===== config.mk =====
export PLATFORM = sky130hd
export DESIGN_NAME = cpec_top
export DESIGN_NICKNAME = d
export VERILOG_FILES = /design/src/shared/cpec_pkg.sv /design/src/verilog/cpec_chan.sv /design/src/verilog/cpec_top.sv
export VERILOG_INCLUDE_DIRS = /design/src /design/src/shared
export SDC_FILE = /design/constraint.sdc
export NUM_CORES = 1
export LEC_CHECK = 0
export BUFFER_PORTS_ARGS = -buffer_cell sky130_fd_sc_hd__buf_2
export CORE_MARGIN = 1
export CORE_UTILIZATION = 40
export DETAILED_ROUTE_END_ITERATION = 10
export GPL_TIMING_DRIVEN = 0
export HOLD_SLACK_MARGIN = 0.05
export PLACE_DENSITY = 0.68
export SYNTH_ARGS = -nofsm -noshare
export SYNTH_HDL_FRONTEND = slang
export SYNTH_HIERARCHICAL = 1
export SYNTH_SLANG_ARGS = --single-unit

===== constraint.sdc =====
create_clock -name mclk -period 2.2 [get_ports mclk]
set_input_delay 0.22 -clock mclk [delete_from_list [all_inputs] [get_ports mclk]]
set_output_delay 0.22 -clock mclk [all_outputs]
set_load 0.1 [all_outputs]

===== src/shared/cpec_params.svh =====
// Constants of the event counter: offsets, fields, resets, answers
// Assumes inclusion by bare name from design and bench files
`ifndef CPEC_PARAMS_SVH
`define CPEC_PARAMS_SVH

// ==========================================
// Register byte offsets
`define CPEC_OFF_CTRL 8'h00
`define CPEC_OFF_STAT 8'h04
`define CPEC_OFF_SEL0 8'h08
`define CPEC_OFF_SEL1 8'h0c
`define CPEC_OFF_CNT0 8'h10
`define CPEC_OFF_CNT1 8'h14

// ==========================================
// Field positions
`define CPEC_CTRL_RUN   0
`define CPEC_CTRL_CLR   1
`define CPEC_STAT_RUN   0
`define CPEC_STAT_WRAP0 1
`define CPEC_STAT_WRAP1 2

// ==========================================
// Reset values and bus answers
`define CPEC_SEL_RST     5'h1f
`define CPEC_CNT_RST     32'h0000_0000
`define CPEC_RESP_OKAY   2'h0
`define CPEC_RESP_SLVERR 2'h2

`endif


===== src/shared/cpec_pkg.sv =====
// Types of the event counter: event codes and bus state machines
// Assumes nothing beyond a SystemVerilog compiler
package cpec_pkg;

	// ==========================================
	// Event selection codes, one bit each in the event vector
	typedef enum logic [4:0] {
		CACHED_OPERAND_READ_EVT   = 5'h00,
		CACHED_OPERAND_WRITE_EVT  = 5'h01,
		CACHED_OPERAND_RW_EVT     = 5'h02,
		ONCHIP_RAM_ACCESS_EVT     = 5'h03,
		ANY_OPERAND_ACCESS_EVT    = 5'h04,
		PERIPH_REGION_ACCESS_EVT  = 5'h05,
		DATA_CACHE_READ_MISS_EVT  = 5'h06,
		DATA_CACHE_WRITE_MISS_EVT = 5'h07,
		DATA_CACHE_ANY_MISS_EVT   = 5'h08,
		ICACHE_MISS_EVT           = 5'h09,
		DATA_XLATE_MISS_EVT       = 5'h0a,
		INSTR_XLATE_MISS_EVT      = 5'h0b,
		CACHED_FETCH_EVT          = 5'h0c,
		ANY_FETCH_EVT             = 5'h0d,
		BRANCH_ISSUE_EVT          = 5'h0e,
		BRANCH_TAKEN_EVT          = 5'h0f,
		CALL_ISSUE_EVT            = 5'h10,
		INSTR_ISSUE_EVT           = 5'h11,
		DUAL_ISSUE_EVT            = 5'h12,
		FLOAT_ISSUE_EVT           = 5'h13,
		TRAP_EXEC_EVT             = 5'h14,
		INTERRUPT_EVT             = 5'h15,
		NMI_EVT                   = 5'h16,
		BREAK_CHAN_FIRST_EVT      = 5'h17,
		BREAK_CHAN_SECOND_EVT     = 5'h18,
		ICACHE_FILL_CYCLES        = 5'h19,
		DCACHE_FILL_CYCLES        = 5'h1a,
		ELAPSED_CYCLES            = 5'h1b,
		STALL_ICACHE_CYCLES       = 5'h1c,
		STALL_DCACHE_CYCLES       = 5'h1d,
		STALL_BRANCH_EXC_CYCLES   = 5'h1e,
		NO_EVT                    = 5'h1f
	} cpec_evt_e;

	// ==========================================
	// Bus state machines, one-hot
	typedef enum logic [1:0] {WR_COLLECT = 2'b01, WR_RESP = 2'b10} cpec_wr_e;
	typedef enum logic [1:0] {RD_IDLE = 2'b01, RD_DATA = 2'b10} cpec_rd_e;
	typedef logic [31:0] cpec_word_t;

endpackage


===== src/verilog/cpec_chan.sv =====
// One counting channel: picks one event bit and counts it
// Assumes event vector and controls come from logic on mclk
`include "cpec_params.svh"

module cpec_chan (
	// Clock, reset, enable
	input  wire logic              mclk,
	input  wire logic              rstn,
	input  wire logic              ce,
	// Event selection and control
	input  wire logic [31:0]       evtVec,
	input  wire cpec_pkg::cpec_evt_e sel,
	input  wire logic              run,
	input  wire logic              clr,
	// Count and wrap pulse
	output cpec_pkg::cpec_word_t   count_r,
	output logic                   wrapHit_r
);
	import cpec_pkg::*;

	cpec_word_t count_nxt;
	logic       wrapHit_nxt;

	// ==========================================
	// Counter: clear wins, else step while running
	always_comb begin
		count_nxt   = count_r;
		wrapHit_nxt = 1'b0;
		if (clr) begin
			count_nxt = `CPEC_CNT_RST;
		end else if (run && evtVec[sel]) begin
			count_nxt   = count_r + 32'h1;
			wrapHit_nxt = (count_r == 32'hffff_ffff);
		end
	end

	// Held while ce low, so a stalled bench loses nothing
	always_ff @(posedge mclk or negedge rstn) begin
		if (!rstn) begin
			count_r   <= `CPEC_CNT_RST;
			wrapHit_r <= 1'b0;
		end else if (ce) begin
			count_r   <= count_nxt;
			wrapHit_r <= wrapHit_nxt;
		end
	end
endmodule


===== src/verilog/cpec_top.sv =====
// Two-channel performance event counter with AXI4-Lite registers
// Assumes event strobes come from pipeline logic on mclk, unsynchronised
//
// How it works
// - Two channels, each with its own event select, count side by side
// - Cached operand accesses with cache on: reads, writes, or both
// - Events for on-chip RAM accesses and peripheral region accesses
// - One event counts every operand access whatever its area
// - Data cache misses on reads, on writes, or on either
// - One event counts each instruction cache miss
// - Unified translation misses on data accesses are their own event
// - Instruction-side translation misses of either buffer form one event
// - Cached fetches with cache on; separately every fetch of any kind
// - Branch issues counted, except non-delayed conditionals with zero displacement
// - Taken branches counted over the same set of branches
// - Each relative, register-relative or indirect call issue counts
// - Instruction issues counted; dual issues counted as separate event
// - Each floating-point instruction issue counts
// - Each software trap execution counts
// - Maskable interrupts one event, non-maskable interrupts another
// - First and second break-match channels each have an event
// - Instruction cache and data cache fill cycles each counted
// - Elapsed cycles count every clock with ce high while measuring
// - Stall cycles from instruction and data cache misses counted apart
// - Stall cycles from branches or exceptions form one event
`include "cpec_params.svh"

module cpec_top (
	// Clock, reset, enable
	input  wire logic        mclk,
	input  wire logic        rstn,
	input  wire logic        ce,
	// AXI4-Lite write address and data
	input  wire logic [7:0]  awaddr,
	input  wire logic        awvalid,
	output logic             awready,
	input  wire logic [31:0] wdata,
	input  wire logic [3:0]  wstrb,
	input  wire logic        wvalid,
	output logic             wready,
	// AXI4-Lite write response
	output logic [1:0]       bresp,
	output logic             bvalid,
	input  wire logic        bready,
	// AXI4-Lite read
	input  wire logic [7:0]  araddr,
	input  wire logic        arvalid,
	output logic             arready,
	output cpec_pkg::cpec_word_t rdata,
	output logic [1:0]       rresp,
	output logic             rvalid,
	input  wire logic        rready,
	// Operand side strobes
	input  wire logic        cacheEnable,
	input  wire logic        opAccess,
	input  wire logic        opWrite,
	input  wire logic        opCacheable,
	input  wire logic        opOnchipRam,
	input  wire logic        opPeriph,
	input  wire logic        dcReadMiss,
	input  wire logic        dcWriteMiss,
	input  wire logic        dataXlateMiss,
	// Instruction side strobes
	input  wire logic        icacheMiss,
	input  wire logic        instrXlateMiss,
	input  wire logic        fetchAccept,
	input  wire logic        fetchCacheable,
	input  wire logic        branchIssue,
	input  wire logic        branchZeroDisp,
	input  wire logic        branchTaken,
	input  wire logic        callIssue,
	input  wire logic        instrIssue,
	input  wire logic        dualIssue,
	input  wire logic        floatIssue,
	input  wire logic        trapExec,
	// Interrupt and break strobes
	input  wire logic        irqAccept,
	input  wire logic        nmiAccept,
	input  wire logic        breakMatchFirst,
	input  wire logic        breakMatchSecond,
	// Cycle levels
	input  wire logic        icacheFill,
	input  wire logic        dcacheFill,
	input  wire logic        stallIcache,
	input  wire logic        stallDcache,
	input  wire logic        stallBranchExc,
	// Status
	output logic             measureActive
);
	import cpec_pkg::*;

	localparam logic [2:0] IDX_CTRL = 3'h0;
	localparam logic [2:0] IDX_STAT = 3'h1;
	localparam logic [2:0] IDX_SEL0 = 3'h2;
	localparam logic [2:0] IDX_SEL1 = 3'h3;
	localparam logic [2:0] IDX_CNT0 = 3'h4;
	localparam logic [2:0] IDX_CNT1 = 3'h5;
	localparam logic [2:0] IDX_NONE = 3'h7;

	// Event stage
	logic [31:0] evt_r, evt_nxt;
	logic        cachedOp;
	// Write side and registers
	cpec_wr_e    wrSt_r, wrSt_nxt;
	logic        awHeld_r, awHeld_nxt, wHeld_r, wHeld_nxt;
	logic [7:0]  awAddr_r, awAddr_nxt;
	cpec_word_t  wData_r, wData_nxt;
	logic        wStrb0_r, wStrb0_nxt;
	logic        awready_r, awready_nxt, wready_r, wready_nxt;
	logic        bvalid_r, bvalid_nxt;
	logic [1:0]  bresp_r, bresp_nxt;
	logic        run_r, run_nxt, clr_r, clr_nxt;
	cpec_evt_e   sel0_r, sel0_nxt, sel1_r, sel1_nxt;
	logic [1:0]  wrap_r, wrap_nxt;
	// Read side
	cpec_rd_e    rdSt_r, rdSt_nxt;
	logic        arready_r, arready_nxt, rvalid_r, rvalid_nxt;
	cpec_word_t  rdata_r, rdata_nxt;
	logic [1:0]  rresp_r, rresp_nxt;
	// Channels
	cpec_word_t  cnt0, cnt1;
	logic        wrapHit0, wrapHit1;

	// Aligned offset to register index; anything else is unmapped
	function automatic logic [2:0] regIndex(input logic [7:0] a);
		case (a)
			`CPEC_OFF_CTRL: regIndex = IDX_CTRL;
			`CPEC_OFF_STAT: regIndex = IDX_STAT;
			`CPEC_OFF_SEL0: regIndex = IDX_SEL0;
			`CPEC_OFF_SEL1: regIndex = IDX_SEL1;
			`CPEC_OFF_CNT0: regIndex = IDX_CNT0;
			`CPEC_OFF_CNT1: regIndex = IDX_CNT1;
			default:        regIndex = IDX_NONE;
		endcase
	endfunction

	// ==========================================
	// Event stage: qualify strobes into one vector
	// One register stage keeps the 32-way select off the pipeline paths
	always_comb begin
		cachedOp = opAccess && opCacheable && cacheEnable;
		evt_nxt  = 32'h0;
		evt_nxt[CACHED_OPERAND_READ_EVT]   = cachedOp && !opWrite;
		evt_nxt[CACHED_OPERAND_WRITE_EVT]  = cachedOp && opWrite;
		evt_nxt[CACHED_OPERAND_RW_EVT]     = cachedOp;
		evt_nxt[ONCHIP_RAM_ACCESS_EVT]     = opAccess && opOnchipRam;
		evt_nxt[PERIPH_REGION_ACCESS_EVT]  = opAccess && opPeriph;
		evt_nxt[ANY_OPERAND_ACCESS_EVT]    = opAccess;
		evt_nxt[DATA_CACHE_READ_MISS_EVT]  = dcReadMiss;
		evt_nxt[DATA_CACHE_WRITE_MISS_EVT] = dcWriteMiss;
		evt_nxt[DATA_CACHE_ANY_MISS_EVT]   = dcReadMiss || dcWriteMiss;
		evt_nxt[ICACHE_MISS_EVT]           = icacheMiss;
		evt_nxt[DATA_XLATE_MISS_EVT]       = dataXlateMiss;
		evt_nxt[INSTR_XLATE_MISS_EVT]      = instrXlateMiss;
		evt_nxt[CACHED_FETCH_EVT]          = fetchAccept && fetchCacheable && cacheEnable;
		evt_nxt[ANY_FETCH_EVT]             = fetchAccept;
		evt_nxt[BRANCH_ISSUE_EVT]          = branchIssue && !branchZeroDisp;
		evt_nxt[BRANCH_TAKEN_EVT]          = branchTaken && !branchZeroDisp;
		evt_nxt[CALL_ISSUE_EVT]            = callIssue;
		evt_nxt[INSTR_ISSUE_EVT]           = instrIssue;
		evt_nxt[DUAL_ISSUE_EVT]            = dualIssue;
		evt_nxt[FLOAT_ISSUE_EVT]           = floatIssue;
		evt_nxt[TRAP_EXEC_EVT]             = trapExec;
		evt_nxt[INTERRUPT_EVT]             = irqAccept;
		evt_nxt[NMI_EVT]                   = nmiAccept;
		evt_nxt[BREAK_CHAN_FIRST_EVT]      = breakMatchFirst;
		evt_nxt[BREAK_CHAN_SECOND_EVT]     = breakMatchSecond;
		evt_nxt[ICACHE_FILL_CYCLES]        = icacheFill;
		evt_nxt[DCACHE_FILL_CYCLES]        = dcacheFill;
		evt_nxt[ELAPSED_CYCLES]            = 1'b1;
		evt_nxt[STALL_ICACHE_CYCLES]       = stallIcache;
		evt_nxt[STALL_DCACHE_CYCLES]       = stallDcache;
		evt_nxt[STALL_BRANCH_EXC_CYCLES]   = stallBranchExc;
	end

	always_ff @(posedge mclk or negedge rstn) begin
		if (!rstn) begin
			evt_r <= 32'h0;
		end else if (ce) begin
			evt_r <= evt_nxt;
		end
	end

	// ==========================================
	// Write side: address and data taken in either order
	always_comb begin
		wrSt_nxt   = wrSt_r;
		awHeld_nxt = awHeld_r;
		wHeld_nxt  = wHeld_r;
		awAddr_nxt = awAddr_r;
		wData_nxt  = wData_r;
		wStrb0_nxt = wStrb0_r;
		bvalid_nxt = bvalid_r;
		bresp_nxt  = bresp_r;
		run_nxt    = run_r;
		clr_nxt    = 1'b0;
		sel0_nxt   = sel0_r;
		sel1_nxt   = sel1_r;
		// Wrap flags: a new wrap beats a clear in the same cycle
		wrap_nxt   = wrap_r | {wrapHit1, wrapHit0};
		case (wrSt_r)
			WR_COLLECT: begin
				if (awvalid && awready_r) begin
					awHeld_nxt = 1'b1;
					awAddr_nxt = awaddr;
				end
				if (wvalid && wready_r) begin
					wHeld_nxt  = 1'b1;
					wData_nxt  = wdata;
					wStrb0_nxt = wstrb[0];
				end
				if (awHeld_r && wHeld_r) begin
					awHeld_nxt = 1'b0;
					wHeld_nxt  = 1'b0;
					bvalid_nxt = 1'b1;
					bresp_nxt  = `CPEC_RESP_OKAY;
					wrSt_nxt   = WR_RESP;
					// All fields sit in byte 0; other lanes are ignored
					case (regIndex(awAddr_r))
						IDX_CTRL: begin
							if (wStrb0_r) begin
								run_nxt = wData_r[`CPEC_CTRL_RUN];
								clr_nxt = wData_r[`CPEC_CTRL_CLR];
							end
						end
						IDX_STAT: begin
							if (wStrb0_r) begin
								wrap_nxt = (wrap_r & ~wData_r[`CPEC_STAT_WRAP1:`CPEC_STAT_WRAP0])
									| {wrapHit1, wrapHit0};
							end
						end
						IDX_SEL0: begin
							if (wStrb0_r) begin
								sel0_nxt = cpec_evt_e'(wData_r[4:0]);
							end
						end
						IDX_SEL1: begin
							if (wStrb0_r) begin
								sel1_nxt = cpec_evt_e'(wData_r[4:0]);
							end
						end
						IDX_CNT0, IDX_CNT1: begin
							bresp_nxt = `CPEC_RESP_OKAY;
						end
						default: begin
							bresp_nxt = `CPEC_RESP_SLVERR;
						end
					endcase
				end
			end
			WR_RESP: begin
				if (bready) begin
					bvalid_nxt = 1'b0;
					wrSt_nxt   = WR_COLLECT;
				end
			end
			default: begin
				wrSt_nxt = WR_COLLECT;
			end
		endcase
		awready_nxt = (wrSt_nxt == WR_COLLECT) && !awHeld_nxt;
		wready_nxt  = (wrSt_nxt == WR_COLLECT) && !wHeld_nxt;
	end

	always_ff @(posedge mclk or negedge rstn) begin
		if (!rstn) begin
			wrSt_r    <= WR_COLLECT;
			awHeld_r  <= 1'b0;
			wHeld_r   <= 1'b0;
			awAddr_r  <= 8'h00;
			wData_r   <= 32'h0;
			wStrb0_r  <= 1'b0;
			awready_r <= 1'b0;
			wready_r  <= 1'b0;
			bvalid_r  <= 1'b0;
			bresp_r   <= `CPEC_RESP_OKAY;
			run_r     <= 1'b0;
			clr_r     <= 1'b0;
			sel0_r    <= cpec_evt_e'(`CPEC_SEL_RST);
			sel1_r    <= cpec_evt_e'(`CPEC_SEL_RST);
			wrap_r    <= 2'h0;
		end else if (ce) begin
			wrSt_r    <= wrSt_nxt;
			awHeld_r  <= awHeld_nxt;
			wHeld_r   <= wHeld_nxt;
			awAddr_r  <= awAddr_nxt;
			wData_r   <= wData_nxt;
			wStrb0_r  <= wStrb0_nxt;
			awready_r <= awready_nxt;
			wready_r  <= wready_nxt;
			bvalid_r  <= bvalid_nxt;
			bresp_r   <= bresp_nxt;
			run_r     <= run_nxt;
			clr_r     <= clr_nxt;
			sel0_r    <= sel0_nxt;
			sel1_r    <= sel1_nxt;
			wrap_r    <= wrap_nxt;
		end
	end

	// ==========================================
	// Read side: data registered one cycle after the address
	always_comb begin
		rdSt_nxt   = rdSt_r;
		rvalid_nxt = rvalid_r;
		rdata_nxt  = rdata_r;
		rresp_nxt  = rresp_r;
		case (rdSt_r)
			RD_IDLE: begin
				if (arvalid && arready_r) begin
					rvalid_nxt = 1'b1;
					rresp_nxt  = `CPEC_RESP_OKAY;
					rdSt_nxt   = RD_DATA;
					// Counts read live; stable only once stopped
					case (regIndex(araddr))
						IDX_CTRL: rdata_nxt = {31'h0, run_r};
						IDX_STAT: rdata_nxt = {29'h0, wrap_r, run_r};
						IDX_SEL0: rdata_nxt = {27'h0, sel0_r};
						IDX_SEL1: rdata_nxt = {27'h0, sel1_r};
						IDX_CNT0: rdata_nxt = cnt0;
						IDX_CNT1: rdata_nxt = cnt1;
						default: begin
							rdata_nxt = 32'h0;
							rresp_nxt = `CPEC_RESP_SLVERR;
						end
					endcase
				end
			end
			RD_DATA: begin
				if (rready) begin
					rvalid_nxt = 1'b0;
					rdSt_nxt   = RD_IDLE;
				end
			end
			default: begin
				rdSt_nxt = RD_IDLE;
			end
		endcase
		arready_nxt = (rdSt_nxt == RD_IDLE);
	end

	always_ff @(posedge mclk or negedge rstn) begin
		if (!rstn) begin
			rdSt_r    <= RD_IDLE;
			arready_r <= 1'b0;
			rvalid_r  <= 1'b0;
			rdata_r   <= 32'h0;
			rresp_r   <= `CPEC_RESP_OKAY;
		end else if (ce) begin
			rdSt_r    <= rdSt_nxt;
			arready_r <= arready_nxt;
			rvalid_r  <= rvalid_nxt;
			rdata_r   <= rdata_nxt;
			rresp_r   <= rresp_nxt;
		end
	end

	// ==========================================
	// Two independent channels sharing one event vector
	cpec_chan u_chan0 (
		.mclk      (mclk),
		.rstn      (rstn),
		.ce        (ce),
		.evtVec    (evt_r),
		.sel       (sel0_r),
		.run       (run_r),
		.clr       (clr_r),
		.count_r   (cnt0),
		.wrapHit_r (wrapHit0)
	);
	cpec_chan u_chan1 (
		.mclk      (mclk),
		.rstn      (rstn),
		.ce        (ce),
		.evtVec    (evt_r),
		.sel       (sel1_r),
		.run       (run_r),
		.clr       (clr_r),
		.count_r   (cnt1),
		.wrapHit_r (wrapHit1)
	);

	// Outputs, all from flip-flops
	assign awready       = awready_r;
	assign wready        = wready_r;
	assign bvalid        = bvalid_r;
	assign bresp         = bresp_r;
	assign arready       = arready_r;
	assign rvalid        = rvalid_r;
	assign rdata         = rdata_r;
	assign rresp         = rresp_r;
	assign measureActive = run_r;
endmodule


==> flow_summary.toml, run 1 <==
[logic_synthesis]
synth-seq-area-share_pct = 44.5
synthArstFlopShare_pct = 100
yosys_most_used_dff = "dfrtp_1"
yosys.area.top_type_share_pct = 41.2
synth_commonest_cells = "158 x dfrtp_1, 107 x nand2_1, 74 x nand3_1, 54 x nor2_1, 53 x mux2_2"
syn_avg_cell_area_sq_um = 10.0
yosysTopAreaCell = "dfrtp_1"
synthesis.area_sq_um = 9600
synth_enable_flop_cells = 0
synth-seq-cells = 170
synth_area_leaders = "dfrtp_1 41%, mux2_2 6.2%, mux2i_1 4.7%"
yosysWarnings = 6
yosysMostFrequentCell = "dfrtp_1"
synthCells = 957
ys_types = 67

[setup_path]
crit_fanout = 5
worst_setup_path_end_kind = "register"
crit_family = "compound AO/OA/AOI/OAI gates"
crit_chain = "buf_12, buf_16, mux2i_1, a22oi_1, a311o_1, nand4_4, buf_6, clkbuf_16, buf_6, o311ai_4, o41ai_2"
crit_buf_inv = 5
reg2reg_setup_slack_ns = -0.32
arrival_ns = 2.83
required_ns = 2.50
timing.critical_path.slowest_cell_delay_ns = 0.62
cp_slowest_cell = "dfstp_2"
cp-start-kind = "register"
crit_top_cell = "buf_6"
worstSetupPathType = "reg -> reg"

[place]
dp.cells = 1379
dp_hpwl_mm = 19.5
place_area_sq_um = 10700
numPortBuffers = 99
gp_congestion = 0.873
dpl_worst_slack_ns = -0.683

[timing]
setup_ws_ns = -0.325
fin_crit_ns = 2.52
slew_headroom_pct = 41.5
setup_viol = 67
hold_viol = 0
worst_pin_slew_ns = 0.878
skew_ns = 0.0126
timing.final.crit_share_pct = 115
rsz0062_at_grt = "true"
tns_ns = -15.27
clock.fmax_mhz = 396
drv_slew = 0

[detailed_routing]
routed_wl_mm = 29.8
avgViaCountPerCell = 5.99
wl_per_cell_um = 20.0
vias = 8917
ant_nets = 0
drtIter0Drc = 846
drt_first_pass_iters = 6
drc_errors = 0

[status]
status = "finished, violations left"
violations = "setup timing"

[floorplanning]
die_width_um = 157
die_height_um = 157
die_area_sq_um = 24600
pin_count = 132
start_util_pct = 40.9
core_area_sq_um = 23500
fp-row-count = 56

[cells_and_area]
fillCellCount = 2008
syn_to_final_growth_pct = 32.6
nNetsFinal = 1253
fin_cells = 1488
finish.instance_area_sq_um = 12700
drive_gt1_share_pct = 32.1
antenna_cells = 0
fin_util_pct = 54.2

[pwr]
p_leak_nw = 5.52
power_frac_comb_pct = 24.1
swShare_pct = 35.4
p_seq_share_pct = 42.1
power_density_nw_per_um2 = 707
switchingPower_mw = 3.18
max-vdd-ir-drop_v = 0.000733
clkPwrFrac_pct = 33.8
internal_power_mw = 5.81

[grt]
grt_pass1_vias = 8321
track_usage_pct = 24.0
gr-usage-met3_pct = 3.85
grt_use_met2_pct = 37.8
busiest_layer = "met2"
grt-ovfl-total = 0
grt_start_max_net_pins = 119
antenna_found_initial = 0
grt_pass1_wl_mm = 45.4
use_met1_pct = 33.6

[clock_tree]
clock_sinks = 170
clkTransAtPathRegs_ns = 0.07
worstSkewPairLatency_ns = 0.44
cts_tree = "yes"
cts_made_buffers = 17
htreeDepth = 4
ctsLongestPathBuffers = 2
cts_root_buf = "clkbuf_16"

[worst_hold_path]
hold_class = "in -> reg"

[run]
maxCapViolations = 0
## state kept, by name, summed over array words and instances (netlist names), 2 cells and up
register / cells
awAddr_r: 8
u_chan0/count_r: 32
rdata: 32
u_chan1/count_r: 32
wrap_r: 2
rdSt_r: 2
evt_r: 31
wrSt_r: 2
sel0_r: 5
wData_r: 5
sel1_r: 5
## power by group through the flow
| stage | sequential [mW] | combinational [mW] | clock [mW] |
|---|---|---|---|
| after floorplan | 4.39 | 0.884 | 0 |
| after global placement | 3.81 | 1.95 | 0 |
| after detailed placement | 3.83 | 1.99 | 0 |
| after CTS | 3.78 | 2.15 | 3.07 |
| after global routing | 3.84 | 2.32 | 3.21 |
| final | 3.79 | 2.17 | 3.04 |
## tightest hold or removal path: cells and delay by family
family,cells,cell delay (ns)
buffers and inverters,1,0.12
AOI/OAI and AO/OA,1,0.07
and+or+nand+nor,1,0.06
## area by class of cell
class                      count  area (sq um)  share of cell area (%)
sequential                   170          4270                    33.6
buffer                        56           422                    3.31
inverter                      30           113                   0.885
clock buffer                  17           425                    3.34
timing repair buffer         183          1460                    11.5
multi-input combinational    698          5490                    43.1
tap                          319           399                    3.14
clock inverter                15           153                    1.20
## per-layer routing
| metal | vias to the layer above | part of all wire [%] |
|---|---|---|
| met3 | 51 | 6.7 |
| li1 | 4010 | - |
| met5 | - | 0 |
| met2 | 405 | 47 |
| met1 | 4451 | 44 |
| met4 | 0 | 2.3 |
## through the flow
step	hold WS [ns]	power, mW
after floorplan	-0.0756	5.28
after global placement	0.418	5.76
after detailed placement	0.166	5.82
after CTS	0.0643	8.99
after global routing	0.0930	9.37
final	0.0739	9.00
## cells by family after synthesis
group | synth area share [%]
AO/OA/AOI/OAI | 15.6
adder cells (fa/ha/maj) | 0.912
buffers and inverters | 4.40
flip-flops | 44.5
multiplexers | 13.3
other | 0.0391
AND/OR/NAND/NOR | 21.3
## path summary, 6_finish.rpt
check | startpoint | to | cells after the start
worst max-delay path | sel1_r[1]$_DFFE_PN1P_ | u_chan1/count_r[20]$_DFFE_PN0P_ | 11
worst min-delay path | opAccess | evt_r[3]$_DFFE_PN0P_ | 3
worst max register to register | sel1_r[1]$_DFFE_PN1P_ | u_chan1/count_r[20]$_DFFE_PN0P_ | 11
worst min register to register | rdata[18]$_DFFE_PN0P_ | rdata[18]$_DFFE_PN0P_ | 2
max in group asynchronous | rstn | clr_r$_DFFE_PN0P_ | 3
min in group asynchronous | rstn | u_chan1/count_r[11]$_DFFE_PN0P_ | 2
## layout by cell type (no fill, tap or decap), types with 6 or more instances in the layout
cell           synthesis  final
dfrtp_1              158    156
nand2_1              107    105
buf_2                 11    101
nand3_1               74     60
nor2_1                54     51
mux2_2                53     50
mux2i_1               45     41
dlygate4sd3_1          0     41
inv_1                 27     26
clkbuf_1              34     26
buf_4                  7     26
clkbuf_16              0     22
nand4_1               21     21
nor2b_1               21     21
a211o_1               20     20
nor4_1                22     19
buf_6                  5     17
o211ai_1              17     17
a21oi_1               17     16
o21ai_2                0     16
o21ai_0               42     14
o21ai_1                0     12
dfstp_2               12     12
nand3_2                0     11
nor3_1                12     11
mux4_2                 8     10
o211a_1               10     10
buf_8                  0      9
o311ai_4               0      9
nand2b_1               8      8
a22o_1                 8      8
a311o_1                8      8
or4_1                 11      8
o311ai_1               0      7
and2_1                 7      7
inv_6                  0      6
nor4b_1                6      6
and3_1                 6      6
## timing repair
action	CTS	global route
resized for setup	57	98
endpoints found under the setup margin	111	91
gates cloned	3	5
hold endpoints to repair	92	0
pin swaps	19	50
hold buffers	41	0
setup buffers	25	9
(Power assumes the default switching activity.)
==> run 2: changes to the inputs <==
--- a/config.mk
+++ b/config.mk
@@ -12,7 +12,7 @@
 export DETAILED_ROUTE_END_ITERATION = 10
 export GPL_TIMING_DRIVEN = 0
 export HOLD_SLACK_MARGIN = 0.05
-export PLACE_DENSITY = 0.68
+export PLACE_DENSITY = 0.6
 export SYNTH_ARGS = -nofsm -noshare
 export SYNTH_HDL_FRONTEND = slang
 export SYNTH_HIERARCHICAL = 1
==> constraint.sdc (replaced) <==
create_clock -name mclk -period 2.7 [get_ports mclk]
set_input_delay 0.27 -clock mclk [delete_from_list [all_inputs] [get_ports mclk]]
set_output_delay 0.27 -clock mclk [all_outputs]
set_load 0.1 [all_outputs]
==> flow_summary.toml, run 2 (synthesis results as in run 1) <==
[status]
status = "finished clean"

[floorplanning]
die_height_um = 157
start_util_pct = 40.9
die_area_sq_um = 24600
fp-row-count = 56
pin_count = 132
core_area_sq_um = 23500
die_width_um = 157

[cells_and_area]
antenna_cells = 0
fin_cells = 1422
final_common_cell = "dfrtp_1"
most-common-layout-cells = "158 x dfrtp_1, 107 x nand2_1, 106 x buf_2, 73 x nand3_1, 54 x nor2_1"
syn_to_final_growth_pct = 18.2
nNetsFinal = 1187
regArea_sq_um = 4270
multi_input_area_sq_um = 4960
fillCellCount = 2192
drive_gt1_share_pct = 24.2

[clock_tree]
ctsLongestPathBuffers = 2
cts_made_buffers = 17
cts_tree = "yes"
worstSkewPairLatency_ns = 0.43
htreeDepth = 4
cts_root_buf = "clkbuf_16"
clkTransAtPathRegs_ns = 0.07
clock_sinks = 170

[timing]
drv_slew = 0
clock.fmax_mhz = 381
fin_crit_ns = 2.62
hold_viol = 0
tns_ns = 0
timing.final.crit_share_pct = 97.1
setup_viol = 0
slew_headroom_pct = 32.7
worst_pin_slew_ns = 1.01
setup_ws_ns = 0.0773
skew_ns = 0.0121

[grt]
grt-ovfl-total = 0
grt_pass1_wl_mm = 43.7
grt_pass1_vias = 7939
antenna_found_initial = 0
track_usage_pct = 23.1
grt_start_max_net_pins = 94

[pwr]
clkPwrFrac_pct = 35.6
p_leak_nw = 4.98
switchingPower_mw = 2.44
power_mw = 7.30
p_seq_share_pct = 42.2
power_frac_comb_pct = 22.2
max-vdd-ir-drop_v = 0.000441
power_density_nw_per_um2 = 643
internal_power_mw = 4.86
swShare_pct = 33.4

[detailed_routing]
routed_wl_mm = 27.5
drt_first_pass_iters = 5
avgViaCountPerCell = 5.85
vias = 8313
ant_nets = 0
drtIter0Drc = 698
wl_per_cell_um = 19.4
drc_errors = 0

[setup_path]
worstSetupPathType = "reg -> reg"
required_ns = 3.01
crit_family = "multiplexers"
cp-start-kind = "register"
timing.critical_path.slowest_cell_delay_ns = 0.56
crit_chain = "buf_4, mux4_2, mux2i_2, o221ai_2, nand4_4, buf_6, buf_6, nor2_1, mux2_2"
worst_setup_path_end_kind = "register"
crit_top_cell = "buf_6"
crit_fanout = 10
crit_buf_inv = 3
cp_slowest_cell = "dfstp_2"
arrival_ns = 2.93

[place]
gp_congestion = 0.864
dp.cells = 1379
dp_hpwl_mm = 19.6
dpl_worst_slack_ns = -0.617
numPortBuffers = 99

[worst_hold_path]
hold_class = "in -> reg"

[run]
maxCapViolations = 0
==> run 2: cell types whose count changed in the layout (fill, tap and decap cells not counted), sizes merged <==
cell | before | now
dlygate4sd3 | 41 | 4
bufinv | 1 | 3
inv | 36 | 32
clkbuf | 49 | 54
nand3 | 74 | 75
buf | 166 | 135
clkinvlp | 3 | 1
==> run 2: final cells by class <==
cell class              instances  share of cell area (%)
inverters                      30                   0.992
plain buffers                  61                    3.06
multi-input cells             699                    43.7
repair buffers                111                    5.67
well taps                     319                    3.52
flip-flops and latches        170                    37.6
clock buffers                  21                    4.06
clock inverters                11                    1.39
==> run 2: path summary, 6_finish.rpt <==
check	slack [ns]	startpoint	endpoint	depth (start not counted)
setup / recovery	0.08	sel1_r[0]$_DFFE_PN1P_	u_chan1/count_r[0]$_DFFE_PN0P_	9
hold / removal	0.07	awaddr[7]	awAddr_r[7]$_DFFE_PN0P_	2
setup reg to reg	0.08	sel1_r[0]$_DFFE_PN1P_	u_chan1/count_r[0]$_DFFE_PN0P_	9
hold reg to reg	0.48	rdata[19]$_DFFE_PN0P_	rdata[19]$_DFFE_PN0P_	2
max in group asynchronous	1.37	rstn	sel1_r[1]$_DFFE_PN1P_	3
min in group asynchronous	0.40	rstn	rdata[16]$_DFFE_PN0P_	2
==> run 2: per-stage QoR <==
step / util (%) / cell area, sq um / hold slack [ns]
after global placement: 44.8 / 10500 / 0.456
after floorplan: - / 9610 / -0.0256
final: 48.4 / 11400 / 0.0653
after detailed placement: 44.9 / 10500 / 0.307
after CTS: 47.8 / 11200 / 0.0508
after global routing: 48.4 / 11400 / 0.0552
==> run 2: layer usage <==
layer  share of wire, %  track usage [%]
met5                  0                0
met2                 45             35.1
met3                4.9             3.61
met1                 49             34.0
met4                1.8             6.44
==> run 2: power by group through the flow <==
stage	logic (mW)	registers, mW	clock network (mW)
finish	1.62	3.08	2.60
global route	1.74	3.12	2.76
CTS	1.61	3.08	2.65
detailed placement	1.60	3.13	0
global placement	1.58	3.13	0
floorplan	0.715	3.58	0
==> run 2: what timing repair did <==
action,4_1_cts,5_1_grt
endpoints found under the hold margin,80,0
resized for setup,3,39
gates cloned,0,2
hold buffers,4,0
setup endpoints to repair,25,54
setup buffers,0,6
pin swaps,0,2
==> run 3: changes to the inputs <==
--- a/config.mk
+++ b/config.mk
@@ -8,12 +8,12 @@
 export LEC_CHECK = 0
 export BUFFER_PORTS_ARGS = -buffer_cell sky130_fd_sc_hd__buf_2
 export CORE_MARGIN = 1
-export CORE_UTILIZATION = 40
+export CORE_UTILIZATION = 45
 export DETAILED_ROUTE_END_ITERATION = 10
 export GPL_TIMING_DRIVEN = 0
 export HOLD_SLACK_MARGIN = 0.05
-export PLACE_DENSITY = 0.6
+export PLACE_DENSITY = 0.66
 export SYNTH_ARGS = -nofsm -noshare
 export SYNTH_HDL_FRONTEND = slang
-export SYNTH_HIERARCHICAL = 1
 export SYNTH_SLANG_ARGS = --single-unit
+export TNS_END_PERCENT = 20
==> flow_summary.toml, run 3 <==
[cells_and_area]
syn_to_final_growth_pct = 23.3
antenna_cells = 0
nNetsFinal = 1161
final_common_cell = "dfrtp_1"
fin_util_pct = 56.9
most-common-layout-cells = "158 x dfrtp_1, 104 x nand2_1, 99 x buf_2, 55 x a21oi_1, 54 x o21ai_0"
drive_gt1_share_pct = 26.5

[detailed_routing]
routed_wl_mm = 25.7
drt_first_pass_iters = 7
wl_per_cell_um = 19.1
avgViaCountPerCell = 5.88
drtIter0Drc = 641
vias = 7897
drc_errors = 0
ant_nets = 0

[logic_synthesis]
yosysMostFrequentCell = "dfrtp_1"
yosys_most_used_dff = "dfrtp_1"
syn_avg_cell_area_sq_um = 10.0
yosys.area.top_type_share_pct = 43.7
yosysWarnings = 0
synth_enable_flop_cells = 0
synth_commonest_cells = "158 x dfrtp_1, 104 x nand2_1, 60 x a21oi_1, 55 x o21ai_0, 50 x mux2_2"
ys_types = 71
synthCells = 901
synthArstFlopShare_pct = 100
synth_area_leaders = "dfrtp_1 44%, mux2_2 6.2%, mux2i_1 4.4%"
synthesis.area_sq_um = 9050
synth-seq-area-share_pct = 47.2
yosysTopAreaCell = "dfrtp_1"
synth-seq-cells = 170

[pwr]
internal_power_mw = 4.79
power_density_nw_per_um2 = 648
swShare_pct = 33.7
max-vdd-ir-drop_v = 0.000528
p_leak_nw = 4.89
clkPwrFrac_pct = 33.9
p_seq_share_pct = 43.6
power_mw = 7.23
switchingPower_mw = 2.44
power_frac_comb_pct = 22.6

[grt]
grt-ovfl-total = 0
grt_pass1_wl_mm = 40.1
grt_start_max_net_pins = 105
antenna_found_initial = 0
track_usage_pct = 25.7
grt_pass1_vias = 7508

[floorplanning]
start_util_pct = 46.2
die_height_um = 144
fp-row-count = 51
die_width_um = 144
die_area_sq_um = 20700
core_area_sq_um = 19600
pin_count = 132

[place]
dpl_worst_slack_ns = -0.590
numPortBuffers = 97
gp_congestion = 0.840
dp_hpwl_mm = 17.8

[timing]
hold_viol = 0
worst_pin_slew_ns = 0.792
fin_crit_ns = 2.70
clock.fmax_mhz = 370
drv_slew = 0
skew_ns = 0.0137
setup_ws_ns = -0.0000182
timing.final.crit_share_pct = 100
rsz0062_at_grt = "true"
setup_viol = 1
slew_headroom_pct = 47.2

[setup_path]
crit_top_cell = "buf_6"
crit_chain = "buf_8, buf_12, mux4_2, mux2i_1, o221a_1, buf_6, a211o_1, buf_6, or4_4, a21oi_2"
cp_slowest_cell = "dfstp_2"
required_ns = 3.06
worstSetupPathType = "reg -> reg"
cp-start-kind = "register"
crit_family = "compound AO/OA/AOI/OAI gates"
timing.critical_path.slowest_cell_delay_ns = 0.53
crit_buf_inv = 4
crit_fanout = 8
worst_setup_path_end_kind = "register"
arrival_ns = 3.06

[clock_tree]
cts_tree = "yes"
cts_made_buffers = 17
clock_sinks = 170
cts_root_buf = "clkbuf_16"
clkTransAtPathRegs_ns = 0.07
worstSkewPairLatency_ns = 0.44
ctsLongestPathBuffers = 2
htreeDepth = 4

[status]
status = "finished, violations left"
violations = "setup timing"

[worst_hold_path]
hold_class = "in -> reg"

[run]
maxCapViolations = 0
run 3: cell types whose count changed after synthesis, moves of 6 or more:
cell,delta
nand3_1,-40
o311ai_0,-19
a311o_1,-7
o21ai_0,+13
a211o_1,-15
a31oi_1,+6
o211a_1,-10
nor2_1,-11
a21oi_1,+43
nor4_1,-19
nor2b_1,-15
or3_1,+7
o31ai_1,+21
or4_1,+20
run 3: worst paths after layout:
path / from / endpoint / depth (start not counted) / slack (ns)
setup / recovery: sel0_r[1]$_DFFE_PN1P_ / u_chan0.count_r[13]$_DFFE_PN0P_ / 10 / -0.00002
hold / removal: instrIssue / evt_r[17]$_DFFE_PN0P_ / 2 / 0.06
setup reg to reg: sel0_r[1]$_DFFE_PN1P_ / u_chan0.count_r[13]$_DFFE_PN0P_ / 10 / -0.00002
hold reg to reg: rdata[10]$_DFFE_PN0P_ / rdata[10]$_DFFE_PN0P_ / 2 / 0.47
max in group asynchronous: rstn / u_chan0.count_r[2]$_DFFE_PN0P_ / 3 / 1.43
min in group asynchronous: rstn / rdata[26]$_DFFE_PN0P_ / 2 / 0.36
run 3: cell families after synthesis:
logic type | synth area share (%)
compound gates | 16.9
xor+xnor | 0.387
fa+ha+maj | 0.968
buf+inv | 4.40
flops | 47.2
mux | 12.8
other cells | 0.0414
simple gates | 17.4
run 3: cell type report:
type,count,area (sq um)
buffer,55,359
timing repair buffer,145,952
clock buffer,19,433
inverter,29,109
clock inverter,13,145
multi-input combinational,646,4560
sequential,170,4270
tap,265,332
fill,1717,8430
run 3: power groups by stage:
stage / sequential, mW / combinational [mW] / clock [mW]
after floorplan: 3.45 / 0.803 / 0
after global placement: 3.17 / 1.50 / 0
after detailed placement: 3.18 / 1.53 / 0
after CTS: 3.14 / 1.58 / 2.49
after global routing: 3.19 / 1.77 / 2.59
final: 3.15 / 1.63 / 2.45
run 3: stage by stage:
step / instances / hold slack (ns) / setup TNS, ns / cell area (sq um)
6_report: 1342 / 0.0556 / -0.0000182 / 11200
5_1_grt: 1342 / 0.0552 / -0.869 / 11200
4_1_cts: 1318 / 0.0500 / -0.00586 / 10800
3_5_place_dp: 1265 / 0.258 / -20.01 / 9910
3_3_place_gp: 1264 / 0.456 / -238.48 / 9870
2_1_floorplan: 902 / -0.0256 / 0 / 9050
run 3: metal layers:
metal	routed length, um	track usage, %
met1	11300	33.8
met2	12400	41.3
met3	1420	5.06
met4	595	10.4
met5	0	0
run 3: repair_timing:
| action | CTS | global route |
|---|---|---|
| setup buffers | 7 | 20 |
| pin swaps | 3 | 26 |
| hold buffers | 16 | 0 |
| gates resized for setup | 23 | 36 |
| hold endpoints to repair | 81 | 0 |
| cloned | 0 | 4 |
| endpoints found under the setup margin | 83 | 47 |
